**config.mk**
```make
export PLATFORM = sky130hd
export DESIGN_NAME = dbs_sequencer
export DESIGN_NICKNAME = d
export VERILOG_FILES = /design/src/verilog/dbs_pkg.sv /design/src/verilog/dbs_sequencer.sv
export VERILOG_INCLUDE_DIRS = /design/src /design/src/verilog
export SDC_FILE = /design/constraint.sdc
export NUM_CORES = 1
export LEC_CHECK = 0
export BUFFER_PORTS_ARGS = -buffer_cell sky130_fd_sc_hd__buf_2
export CAP_MARGIN = 20
export CORE_ASPECT_RATIO = 0.9
export CORE_MARGIN = 8
export CORE_UTILIZATION = 59
export DETAILED_ROUTE_END_ITERATION = 7
export PLACE_DENSITY = 0.87
export SLEW_MARGIN = 20
export SYNTH_ARGS = -nofsm -noshare
export SYNTH_HDL_FRONTEND = slang
export SYNTH_SLANG_ARGS = --single-unit
```
**constraint.sdc**
```tcl
create_clock -name aclk -period 88.8 [get_ports aclk]
set_clock_uncertainty 0.1 [all_clocks]
set_input_delay 13.32 -clock aclk [delete_from_list [all_inputs] [get_ports aclk]]
set_output_delay 13.32 -clock aclk [all_outputs]
set_load 0.03 [all_outputs]
```
**src/verilog/dbs_defs.svh**
```systemverilog
/*
 * constants for the dual buck start-up sequencer: register offsets, field
 * positions, reset values and timing counts.
 * assumes inclusion by bare name from the design and bench top files.
 */
`ifndef DBS_DEFS_SVH
`define DBS_DEFS_SVH

// ---------------------------------------------------------------
// register byte offsets
// ---------------------------------------------------------------
`define DBS_OFF_CTRL      12'h000
`define DBS_OFF_STATUS    12'h004
`define DBS_OFF_FREQ      12'h008
`define DBS_OFF_SS_CH0    12'h00c
`define DBS_OFF_SS_CH1    12'h010
`define DBS_OFF_EVENTS    12'h014
`define DBS_OFF_ID        12'h018

// ---------------------------------------------------------------
// ctrl fields
// ---------------------------------------------------------------
`define DBS_CTRL_SYNC_EN  0
`define DBS_CTRL_RST      32'h0000_0001

// ---------------------------------------------------------------
// events fields (write one to clear)
// ---------------------------------------------------------------
`define DBS_EV_BIAS_LOST  0
`define DBS_EV_FAULT0     1
`define DBS_EV_FAULT1     2

// ---------------------------------------------------------------
// timing
// ---------------------------------------------------------------
`define DBS_CLK_MHZ       200
// free-running period in clocks: 600 kHz at 200 MHz
`define DBS_FREQ_KHZ_DEF  600
`define DBS_PER_DEF       (`DBS_CLK_MHZ * 1000 / `DBS_FREQ_KHZ_DEF)
`define DBS_PER_MIN       12'd182
`define DBS_PER_MAX       12'd741
// pre-bias: 16 pulses per step, 8 steps of one eighth
`define DBS_PB_PULSES     16
`define DBS_PB_STEPS      8
// soft-start reference in uV: 0.2 mV/us is 200 uV per us, so at 200 MHz
// the reference climbs one uV every clock
`define DBS_SS_SLOPE_UV_US 200
`define DBS_SS_TICK       (`DBS_CLK_MHZ / `DBS_SS_SLOPE_UV_US)
`define DBS_SS_FINAL_UV   21'd1500000
`define DBS_SS_LO_UV      21'd150000
`define DBS_SS_HI_UV      21'd650000
// arbitrary value
`define DBS_ID_DEF        32'h0000_5a5a

`endif

```
**src/verilog/dbs_pkg.sv**
```systemverilog
/*
 * types for the dual buck start-up sequencer.
 * assumes dbs_defs.svh is on the include path.
 */
package dbs_pkg;
	typedef enum logic [2:0] {
		CH_OFF,
		CH_ASYNC,
		CH_PREBIAS,
		CH_RUN,
		CH_FAULT
	} dbs_state_t;

	typedef struct packed {
		logic overcurrent_guard;
		logic overvoltage_guard;
	} dbs_fault_t;

	typedef struct packed {
		logic high_side_switch;
		logic low_side_switch;
	} dbs_gate_t;
endpackage

```
**src/verilog/dbs_sequencer.sv**
```systemverilog
/*
 * dual buck start-up sequencer: lockout, power-on-ready, per-channel pre-bias
 * stepped start, digital soft-start, frequency selection and smooth sync.
 * assumes all level inputs are comparator outputs already synchronous to aclk,
 * and an axi4-lite master with one outstanding transfer per direction.
 */
// Decided for this implementation: register access over AXI4-Lite and the placing of the registers.
`timescale 1ns/10ps
`include "dbs_defs.svh"

module dbs_sequencer (
	input  wire logic                 aclk,
	input  wire logic                 aresetn,
	input  wire logic                 bias_ok,
	input  wire logic [1:0]           enable_ok,
	input  wire dbs_pkg::dbs_fault_t  fault_in [2],
	input  wire logic                 overtemp,
	input  wire logic                 sync_in,
	output dbs_pkg::dbs_gate_t        gate_out [2],
	output logic                      power_on_ready,
	output logic [20:0]               ss_ref_uv [2],
	output logic [1:0]                startup_done,
	output logic [15:0]               ramp_step,
	input  wire logic [11:0]          s_axi_awaddr,
	input  wire logic                 s_axi_awvalid,
	output logic                      s_axi_awready,
	input  wire logic [31:0]          s_axi_wdata,
	input  wire logic [3:0]           s_axi_wstrb,
	input  wire logic                 s_axi_wvalid,
	output logic                      s_axi_wready,
	output logic [1:0]                s_axi_bresp,
	output logic                      s_axi_bvalid,
	input  wire logic                 s_axi_bready,
	input  wire logic [11:0]          s_axi_araddr,
	input  wire logic                 s_axi_arvalid,
	output logic                      s_axi_arready,
	output logic [31:0]               s_axi_rdata,
	output logic [1:0]                s_axi_rresp,
	output logic                      s_axi_rvalid,
	input  wire logic                 s_axi_rready
);
	// ---------------------------------------------------------------
	// registers and shared state
	// ---------------------------------------------------------------
	logic        sync_en_r;
	logic [11:0] free_per_r;
	logic [2:0]  events_r;
	logic [11:0] per_r;
	logic [11:0] phase_r;
	logic [11:0] sync_cnt_r;
	logic [11:0] sync_per_r;
	logic        sync_d_r;
	logic        sync_seen_r;
	logic        por_r;
	logic        bias_d_r;
	logic        cycle_start;

	function automatic logic [11:0] clamp_per(input logic [11:0] p);
		if (p < `DBS_PER_MIN)
			clamp_per = `DBS_PER_MIN;
		else if (p > `DBS_PER_MAX)
			clamp_per = `DBS_PER_MAX;
		else
			clamp_per = p;
	endfunction

	// ---------------------------------------------------------------
	// power-on-ready and bias lockout event
	// ---------------------------------------------------------------
	always_ff @(posedge aclk) begin
		if (!aresetn) begin
			por_r    <= 1'b0;
			bias_d_r <= 1'b0;
		end else begin
			por_r    <= bias_ok & (|enable_ok) & ~overtemp;
			bias_d_r <= bias_ok;
		end
	end
	assign power_on_ready = por_r;

	// ---------------------------------------------------------------
	// oscillator with smooth sync
	// ---------------------------------------------------------------
	// sync period measured edge to edge; the live period steps one clock per
	// cycle toward its target so the frequency never jumps
	always_ff @(posedge aclk) begin
		if (!aresetn) begin
			sync_d_r    <= 1'b0;
			sync_cnt_r  <= 12'h000;
			sync_per_r  <= 12'h000;
			sync_seen_r <= 1'b0;
		end else begin
			sync_d_r <= sync_in;
			if (sync_in & ~sync_d_r) begin
				sync_per_r  <= sync_cnt_r + 12'h001;
				sync_cnt_r  <= 12'h000;
				sync_seen_r <= 1'b1;
			end else if (sync_cnt_r == `DBS_PER_MAX) begin
				sync_seen_r <= 1'b0; // clock removed
			end else begin
				sync_cnt_r <= sync_cnt_r + 12'h001;
			end
		end
	end

	logic [11:0] target_per;
	assign target_per = (sync_en_r & sync_seen_r) ? clamp_per(sync_per_r) : clamp_per(free_per_r);

	always_ff @(posedge aclk) begin
		if (!aresetn) begin
			per_r   <= 12'(`DBS_PER_DEF);
			phase_r <= 12'h000;
		end else begin
			phase_r <= (phase_r + 12'h001 >= per_r) ? 12'h000 : phase_r + 12'h001;
			if (cycle_start) begin
				if (per_r < target_per)
					per_r <= per_r + 12'h001;
				else if (per_r > target_per)
					per_r <= per_r - 12'h001;
			end
		end
	end
	assign cycle_start = (phase_r == 12'h000);

	// ramp rises per clock by a step inversely proportional to the period
	always_ff @(posedge aclk) begin
		if (!aresetn)
			ramp_step <= 16'h0000;
		else
			ramp_step <= 16'(32'hffff / {20'h00000, per_r});
	end

	// ---------------------------------------------------------------
	// per-channel sequencer
	// ---------------------------------------------------------------
	genvar g;
	generate
		for (g = 0; g < 2; g++) begin : gen_ch
			dbs_pkg::dbs_state_t state_r;
			logic [3:0]          pcount_r;
			logic [3:0]          step_r;
			logic [20:0]         ref_r;
			logic [9:0]          tick_r;
			logic                ch_ok;
			logic                flt;
			logic [11:0]         ls_width;

			assign ch_ok = bias_ok & enable_ok[g] & por_r & ~overtemp;
			// guards are honoured in every running state including the ramp
			assign flt   = fault_in[g].overcurrent_guard | fault_in[g].overvoltage_guard | overtemp;
			assign ls_width = 12'((32'(per_r) * 32'(step_r)) >> 3);

			always_ff @(posedge aclk) begin
				if (!aresetn) begin
					state_r  <= dbs_pkg::CH_OFF;
					pcount_r <= 4'h0;
					step_r   <= 4'h1;
				end else begin
					case (state_r)
						dbs_pkg::CH_OFF: begin
							pcount_r <= 4'h0;
							step_r   <= 4'h1;
							if (ch_ok & ~flt)
								state_r <= dbs_pkg::CH_ASYNC;
						end
						dbs_pkg::CH_ASYNC: begin
							// first high side pulse has gone out, so the low side may follow
							if (gate_out[g].high_side_switch)
								state_r <= dbs_pkg::CH_PREBIAS;
						end
						dbs_pkg::CH_PREBIAS: begin
							if (cycle_start) begin
								pcount_r <= pcount_r + 4'h1;
								if (pcount_r == 4'(`DBS_PB_PULSES - 1)) begin
									if (step_r == 4'(`DBS_PB_STEPS))
										state_r <= dbs_pkg::CH_RUN;
									else
										step_r <= step_r + 4'h1;
								end
							end
						end
						dbs_pkg::CH_RUN: ;
						dbs_pkg::CH_FAULT: begin
							if (~flt)
								state_r <= dbs_pkg::CH_OFF;
						end
						default: state_r <= dbs_pkg::CH_OFF;
					endcase
					if (state_r != dbs_pkg::CH_OFF && state_r != dbs_pkg::CH_FAULT) begin
						if (flt)
							state_r <= dbs_pkg::CH_FAULT;
						else if (~ch_ok)
							state_r <= dbs_pkg::CH_OFF;
					end
				end
			end

			// soft-start reference, reset to zero whenever the channel is not up
			always_ff @(posedge aclk) begin
				if (!aresetn) begin
					ref_r  <= 21'h000000;
					tick_r <= 10'h000;
				end else if (state_r == dbs_pkg::CH_OFF || state_r == dbs_pkg::CH_FAULT || ~ch_ok) begin
					ref_r  <= 21'h000000;
					tick_r <= 10'h000;
				end else if (tick_r == 10'(`DBS_SS_TICK - 1)) begin
					tick_r <= 10'h000;
					if (ref_r < `DBS_SS_FINAL_UV)
						ref_r <= ref_r + 21'h000001;
				end else begin
					tick_r <= tick_r + 10'h001;
				end
			end
			assign ss_ref_uv[g]    = ref_r;
			assign startup_done[g] = (ref_r >= `DBS_SS_HI_UV);

			always_ff @(posedge aclk) begin
				if (!aresetn) begin
					gate_out[g] <= '0;
				end else begin
					gate_out[g].high_side_switch <= state_r != dbs_pkg::CH_OFF && state_r != dbs_pkg::CH_FAULT
						&& phase_r < (per_r >> 1) && ch_ok && ~flt;
					// low side stays off in asynchronous start and never enters the high half,
					// so even the widest pre-bias step cannot overlap the high side
					gate_out[g].low_side_switch <= ch_ok && ~flt && phase_r >= (per_r >> 1)
						&& ((state_r == dbs_pkg::CH_PREBIAS && phase_r >= per_r - ls_width)
						|| state_r == dbs_pkg::CH_RUN);
				end
			end
		end
	endgenerate

	// ---------------------------------------------------------------
	// axi4-lite slave
	// ---------------------------------------------------------------
	logic        aw_hold_r;
	logic        w_hold_r;
	logic [11:0] aw_addr_r;
	logic [31:0] w_data_r;
	logic [3:0]  w_strb_r;
	logic        do_write;

	assign s_axi_awready = ~aw_hold_r & ~s_axi_bvalid;
	assign s_axi_wready  = ~w_hold_r & ~s_axi_bvalid;
	assign do_write      = aw_hold_r & w_hold_r;

	always_ff @(posedge aclk) begin
		if (!aresetn) begin
			aw_hold_r    <= 1'b0;
			w_hold_r     <= 1'b0;
			aw_addr_r    <= 12'h000;
			w_data_r     <= 32'h0000_0000;
			w_strb_r     <= 4'h0;
			s_axi_bvalid <= 1'b0;
			s_axi_bresp  <= 2'h0;
		end else begin
			if (s_axi_awvalid & s_axi_awready) begin
				aw_hold_r <= 1'b1;
				aw_addr_r <= s_axi_awaddr;
			end
			if (s_axi_wvalid & s_axi_wready) begin
				w_hold_r <= 1'b1;
				w_data_r <= s_axi_wdata;
				w_strb_r <= s_axi_wstrb;
			end
			if (do_write) begin
				aw_hold_r    <= 1'b0;
				w_hold_r     <= 1'b0;
				s_axi_bvalid <= 1'b1;
				s_axi_bresp  <= (aw_addr_r == `DBS_OFF_CTRL || aw_addr_r == `DBS_OFF_FREQ
					|| aw_addr_r == `DBS_OFF_EVENTS) ? 2'h0 : 2'h2;
			end else if (s_axi_bready) begin
				s_axi_bvalid <= 1'b0;
			end
		end
	end

	always_ff @(posedge aclk) begin
		if (!aresetn) begin
			sync_en_r  <= 1'b1;
			free_per_r <= 12'(`DBS_PER_DEF);
		end else if (do_write) begin
			if (aw_addr_r == `DBS_OFF_CTRL && w_strb_r[0])
				sync_en_r <= w_data_r[`DBS_CTRL_SYNC_EN];
			if (aw_addr_r == `DBS_OFF_FREQ) begin
				if (w_strb_r[0])
					free_per_r[7:0] <= w_data_r[7:0];
				if (w_strb_r[1])
					free_per_r[11:8] <= w_data_r[11:8];
			end
		end
	end

	// sticky events; a new event wins over a same-cycle clear
	logic [2:0] ev_set;
	logic [2:0] ev_clr;
	assign ev_set = {gen_ch[1].state_r != dbs_pkg::CH_FAULT && gen_ch[1].flt && gen_ch[1].state_r != dbs_pkg::CH_OFF,
	                 gen_ch[0].state_r != dbs_pkg::CH_FAULT && gen_ch[0].flt && gen_ch[0].state_r != dbs_pkg::CH_OFF,
	                 bias_d_r & ~bias_ok};
	assign ev_clr = (do_write && aw_addr_r == `DBS_OFF_EVENTS && w_strb_r[0]) ? w_data_r[2:0] : 3'h0;

	always_ff @(posedge aclk) begin
		if (!aresetn)
			events_r <= 3'h0;
		else
			events_r <= (events_r & ~ev_clr) | ev_set;
	end

	assign s_axi_arready = ~s_axi_rvalid;

	always_ff @(posedge aclk) begin
		if (!aresetn) begin
			s_axi_rvalid <= 1'b0;
			s_axi_rdata  <= 32'h0000_0000;
			s_axi_rresp  <= 2'h0;
		end else if (s_axi_arvalid & s_axi_arready) begin
			s_axi_rvalid <= 1'b1;
			s_axi_rresp  <= 2'h0;
			case (s_axi_araddr)
				`DBS_OFF_CTRL:   s_axi_rdata <= {31'h0, sync_en_r};
				`DBS_OFF_STATUS: s_axi_rdata <= {20'h0, startup_done, sync_seen_r, por_r,
				                                 1'b0, gen_ch[1].state_r, 1'b0, gen_ch[0].state_r};
				`DBS_OFF_FREQ:   s_axi_rdata <= {4'h0, per_r, 4'h0, free_per_r};
				`DBS_OFF_SS_CH0: s_axi_rdata <= {11'h0, gen_ch[0].ref_r};
				`DBS_OFF_SS_CH1: s_axi_rdata <= {11'h0, gen_ch[1].ref_r};
				`DBS_OFF_EVENTS: s_axi_rdata <= {29'h0, events_r};
				`DBS_OFF_ID:     s_axi_rdata <= `DBS_ID_DEF; // arbitrary value
				default: begin
					s_axi_rdata <= 32'h0000_0000;
					s_axi_rresp <= 2'h2;
				end
			endcase
		end else if (s_axi_rready) begin
			s_axi_rvalid <= 1'b0;
		end
	end
endmodule // dbs_sequencer

```
## Word level (Yosys, flattened, before mapping)

Index checks and enable logic that the tools add are counted.

| cells by class | value |
|---|---|
| multiply operators | 2 |
| equal/unequal tests | 29 |
| bitwise gates (word level) | 38 |
| order comparisons | 15 |
| multiplexer cells | 49 |
| reduce and logical (&&, ||, !) cells | 65 |
| div/mod/pow operators | 1 |
| $add $sub $neg | 14 |

Operators by type and width:

| operator | count |
|---|---|
| $pmux W28 S7 | 1 |
| $mux W12 | 7 |
| $mux W3 | 19 |
| $eq A12 B5 Y1 const B | 4 |
| $add A21 B1 Y21 const B | 2 |
| $ge A21 B20 Y1 const B | 2 |
| $lt A21 B21 Y1 const B | 2 |
| $add A12 B1 Y12 const B | 3 |
| $eq A12 B4 Y1 const B | 3 |
| $ge A12 B12 Y1 | 3 |
| $logic_not A12 Y1 | 3 |
| $div A16 B12 Y32 const A | 1 |
| $mux W4 | 8 |
| $pmux W4 S2 | 4 |
| $mul A12 B4 Y15 | 2 |
| $pmux W3 S5 | 2 |
| $gt A12 B10 Y1 const B | 2 |
| $lt A12 B8 Y1 const B | 2 |
| $sub A12 B12 Y12 | 2 |
| $logic_and A1 B1 Y1 | 23 |
| $add A10 B1 Y10 const B | 2 |
| $logic_not A10 Y1 | 2 |
| $and A1 B1 Y1 | 19 |
| $add A4 B1 Y4 const B | 4 |
| other kinds (30) | 91 |

| storage, ports and cells | value |
|---|---|
| word-level logic and storage cells | 250 |
| output and inout port bits | 106 |
| bits in registers | 238 |
| input port bits | 76 |

## Depth between registers and ports, before layout

| depth | value |
|---|---|
| word-level depth | 9 |
| mapped depth | 470 |
| depth with buffers taken out | 430 |

## Worst setup path after synthesis

No wires, ideal clock.

| path | value |
|---|---|
| path kind | register to register |
| start point | reg per_r[0] |
| end point | reg ramp_step[0] |
| path slack | 4.180 ns |
| stages on the path, launching flop included | 456 |
| library setup time | 0.140 ns |
| data arrival time | 84.380 ns |
| required time | 88.560 ns |
| period minus slack after synthesis | 84.620 ns |
| buffers on the path | 49 |
| cells stage by stage | dfxtp_1 > clkbuf_1 > clkbuf_1 > inv_1 > clkbuf_1 > clkbuf_1 > ha_1 > inv_1 > nor4_1 > ha_1 > a21o_1 > and3_1 > and3_1 > ha_1 > o211a_1 > or2_0 > clkbuf_1 > a21o_1 > [420 not listed] > nand2_1 > a21oi_1 > nor2b_1 > o21ai_0 > nand2b_1 > a21oi_1 > nor2b_1 > o21ai_0 > nand2b_1 > a21oi_1 > nor2b_1 > o21ai_0 > nand2b_1 > a2111oi_0 > o211a_1 > o2111ai_1 > nor4_1 > a41oi_1 |

| between the ends | value |
|---|---|
| word-level cells in the longest chain between the ends | 1 |

RTL lines:

| what | RTL line | text |
|---|---|---|
| start: declaration | dbs_sequencer.sv:48 | `logic [11:0] per_r;` |
| start signal: assignment | dbs_sequencer.sv:111 | `` per_r <= 12'(`DBS_PER_DEF); `` |
| start signal: assignment | dbs_sequencer.sv:117 | `per_r <= per_r + 12'h001;` |
| start signal: assignment | dbs_sequencer.sv:119 | `per_r <= per_r - 12'h001;` |
| $div A16 B12 Y32 | dbs_sequencer.sv:130 | `ramp_step <= 16'(32'hffff / {20'h00000, per_r});` |
| end signal: assignment | dbs_sequencer.sv:130 |  |
| end: declaration | dbs_sequencer.sv:23 | `output logic [15:0] ramp_step,` |

No other way between the ends.
A chain may end at the register's enable or synchronous reset.

## Worst setup path after layout

| path | value |
|---|---|
| start point | reg per_r[8] |
| end point | reg ramp_step[0] |

The elaborated chain is that of the path after synthesis.

==> flow_summary.toml <==
[placed_design]
dp_worst_setup_slack_ps = 1630
dp_hpwl_um = 84100
io_buffers = 153
gp_congestion = 0.971

[synth]
yosysWarnings = 0
syn_inst = 5239
yosysSeqAreaShare_pct = 12.3
synth_area_mm2 = 0.0378
async_reset_ff_share_pct = 0
synth-main-ff-cell = "dfxtp_1"
synth_cell_type_count = 138
syn_area_per_cell_um2 = 7.21
ys_ff_latch = 232
synth_edf_count = 0

[route]
routed_wl_um = 113000
via_per_inst = 6.44
drc_errors = 0
drt_first_pass_iters = 6
via_count = 40499
drt-initial-drc-count = 3438
wl_met1_um = 48100
route.met2.wl_um = 49700
top_layer = "met5"
met3_length_um = 10000
routedWlPerCell_um = 17.9
ant_nets = 0

[grt]
grtUsageTotal_pct = 29.0
grt_max_degree = 75
grt_pass1_vias = 37566
grt.overflow.total = 0
antenna_found_initial = 2
grt_first_pass_wirelength_um = 182000

[cts]
clkSlewWorstSetupHoldPaths_ps = 70
cts_sinks = 232
cts_tree = "yes"
worst_skew_pair.late_latency_ps = 610
clockRootBuffer = "clkbuf_16"
cts_max_level = 1
cts_buffer_depth = 3
cts_buffers = 28

[floorplanning]
rows = 88
core_area_mm2 = 0.0638
die_area_mm2 = 0.0724
die_x_um = 283
start_util_pct = 59.2
pin_count = 182
die_h_um = 256

[setup_path]
crit_path_frequent_cell = "o21a_1"
end_kind = "register"
start_kind = "register"
worst-path-max-fanout = 22
critical_path_class = "reg -> reg"
slowest_stage = "or4_4"
critPathMaxStageDelay_ps = 660
crit_required_ps = 89150
arrival_ps = 83930

[timing]
slew_headroom_pct = 17.9
fin_crit_ps = 83580
hold_slack_ps = 357
fin_crit_sh_pct = 94.1
final-max-slew-violation-count = 0
hold_viol = 0
tightest_slew_ps = 1200
fmax_mhz = 12.0
finalSetupViolations = 0
fin_ws_ps = 5220

[finish]
antenna_cells = 0
final_common_cell = "nor2_1"
fill_cells = 5290
fin_nets = 5960
area_growth_pct = 9.69
multi_input_area_mm2 = 0.0318
drive_above_1_share_pct = 12.2
layout_common_cells = "603 x nor2_1, 468 x nand2_1, 426 x ha_1"
register_area_mm2 = 0.00465

[min_path]
hp-class = "reg -> reg"

[run]
cap_violations = 0

[outcome]
status = "finished clean"
synthesized netlist by cell type (23+ instances only):
cell type / instances / area, um^2
nor4_1: 49 / 307
buf_4: 29 / 218
dfxtp_1: 232 / 4640
xnor2_1: 193 / 1690
a31oi_1: 50 / 313
nor2_1: 609 / 2290
fa_1: 43 / 861
o21ai_0: 277 / 1390
nand2b_1: 127 / 795
and2_1: 64 / 400
o21bai_1: 24 / 180
nand4_1: 50 / 313
o22ai_1: 23 / 144
mux2i_1: 62 / 621
nor3_1: 173 / 866
clkbuf_1: 114 / 428
or3_1: 67 / 419
a21oi_1: 405 / 2030
and3_1: 58 / 363
a211oi_1: 65 / 488
mux2_2: 70 / 788
or2_2: 53 / 332
a21o_1: 116 / 871
ha_1: 426 / 5330
nand2_1: 472 / 1770
inv_1: 222 / 833
xor2_1: 115 / 1010
nand3_1: 160 / 801
o21a_1: 170 / 1280
nor2b_1: 97 / 607
o211ai_1: 39 / 293
o31ai_1: 66 / 495
per-layer routing:
| metal | vias to the layer above | GRT usage, % |
|---|---|---|
| li1 | 19527 | - |
| met1 | 18833 | 38.2 |
| met2 | 1782 | 46.9 |
| met3 | 355 | 4.84 |
| met4 | 2 | 10.9 |
| met5 | - | 0 |
state kept, by name (all words and copies together), names as in the netlist, 12 cells and up:
register / cells
aw_addr_r: 12
free_per_r: 12
gen_ch.ref_r: 42
gen_ch.tick_r: 20
per_r: 12
phase_r: 12
ramp_step: 16
s_axi_rdata: 28
sync_cnt_r: 12
sync_per_r: 12
w_data_r: 12
repair_timing:
item                       in CTS  in global routing
hold endpoints to repair        0                  0
setup endpoints to repair       0                  2
buffers inserted                0                 19
hold buffers                    0                  0
gates resized for setup         0                 74
final cells by class:
class	instances	area share, %
clock buffer	35	1.88
clock inverter	17	0.610
inverter	227	2.06
multi-input combinational	4607	76.8
sequential	232	11.2
tap	855	2.58
timing repair buffer	319	4.86
cell families after synthesis:
family	share of synthesized area, %
AND/OR/NAND/NOR	28.4
AO/OA/AOI/OAI	27.1
adder cells (fa/ha/maj)	16.4
buffers and inverters	4.52
XOR/XNOR	7.19
flip-flops	12.3
multiplexers	4.01
other	0.0199
critical path, delay by kind of cell, from the launching register on:
kind / cells / cell delay, ps
multiplexers: 5 / 1780
AND/OR/NAND/NOR: 165 / 28010
adder cells (fa/ha/maj): 30 / 8900
AO/OA/AOI/OAI: 206 / 41530
buffers and inverters: 13 / 2340
flip-flops: 1 / 300
XOR/XNOR: 1 / 340
through the flow:
| step | setup TNS (ps) | instances | utilization [%] | area, um^2 |
|---|---|---|---|---|
| finish | 0 | 6292 | 65.0 | 41400 |
| global placement | 0 | 6219 | 62.6 | 39900 |
| global route | -247 | 6292 | 65.0 | 41400 |
| CTS | 0 | 6271 | 64.2 | 40900 |
| detailed placement | 0 | 6219 | 62.6 | 39900 |
| floorplan | 0 | 5245 | - | 37800 |
path summary, 6_finish.rpt:
kind	startpoint	end	slack (ps)	cells after the start
setup / recovery	per_r[8]	ramp_step[0]	5220	420
hold / removal	s_axi_rdata[24]	s_axi_rdata[24]	360	2
setup reg to reg	per_r[8]	ramp_step[0]	5220	420
hold reg to reg	s_axi_rdata[24]	s_axi_rdata[24]	360	2
Power is not shown: default switching activity piles up to over one toggle a cycle in this logic, so the estimate is an artifact.
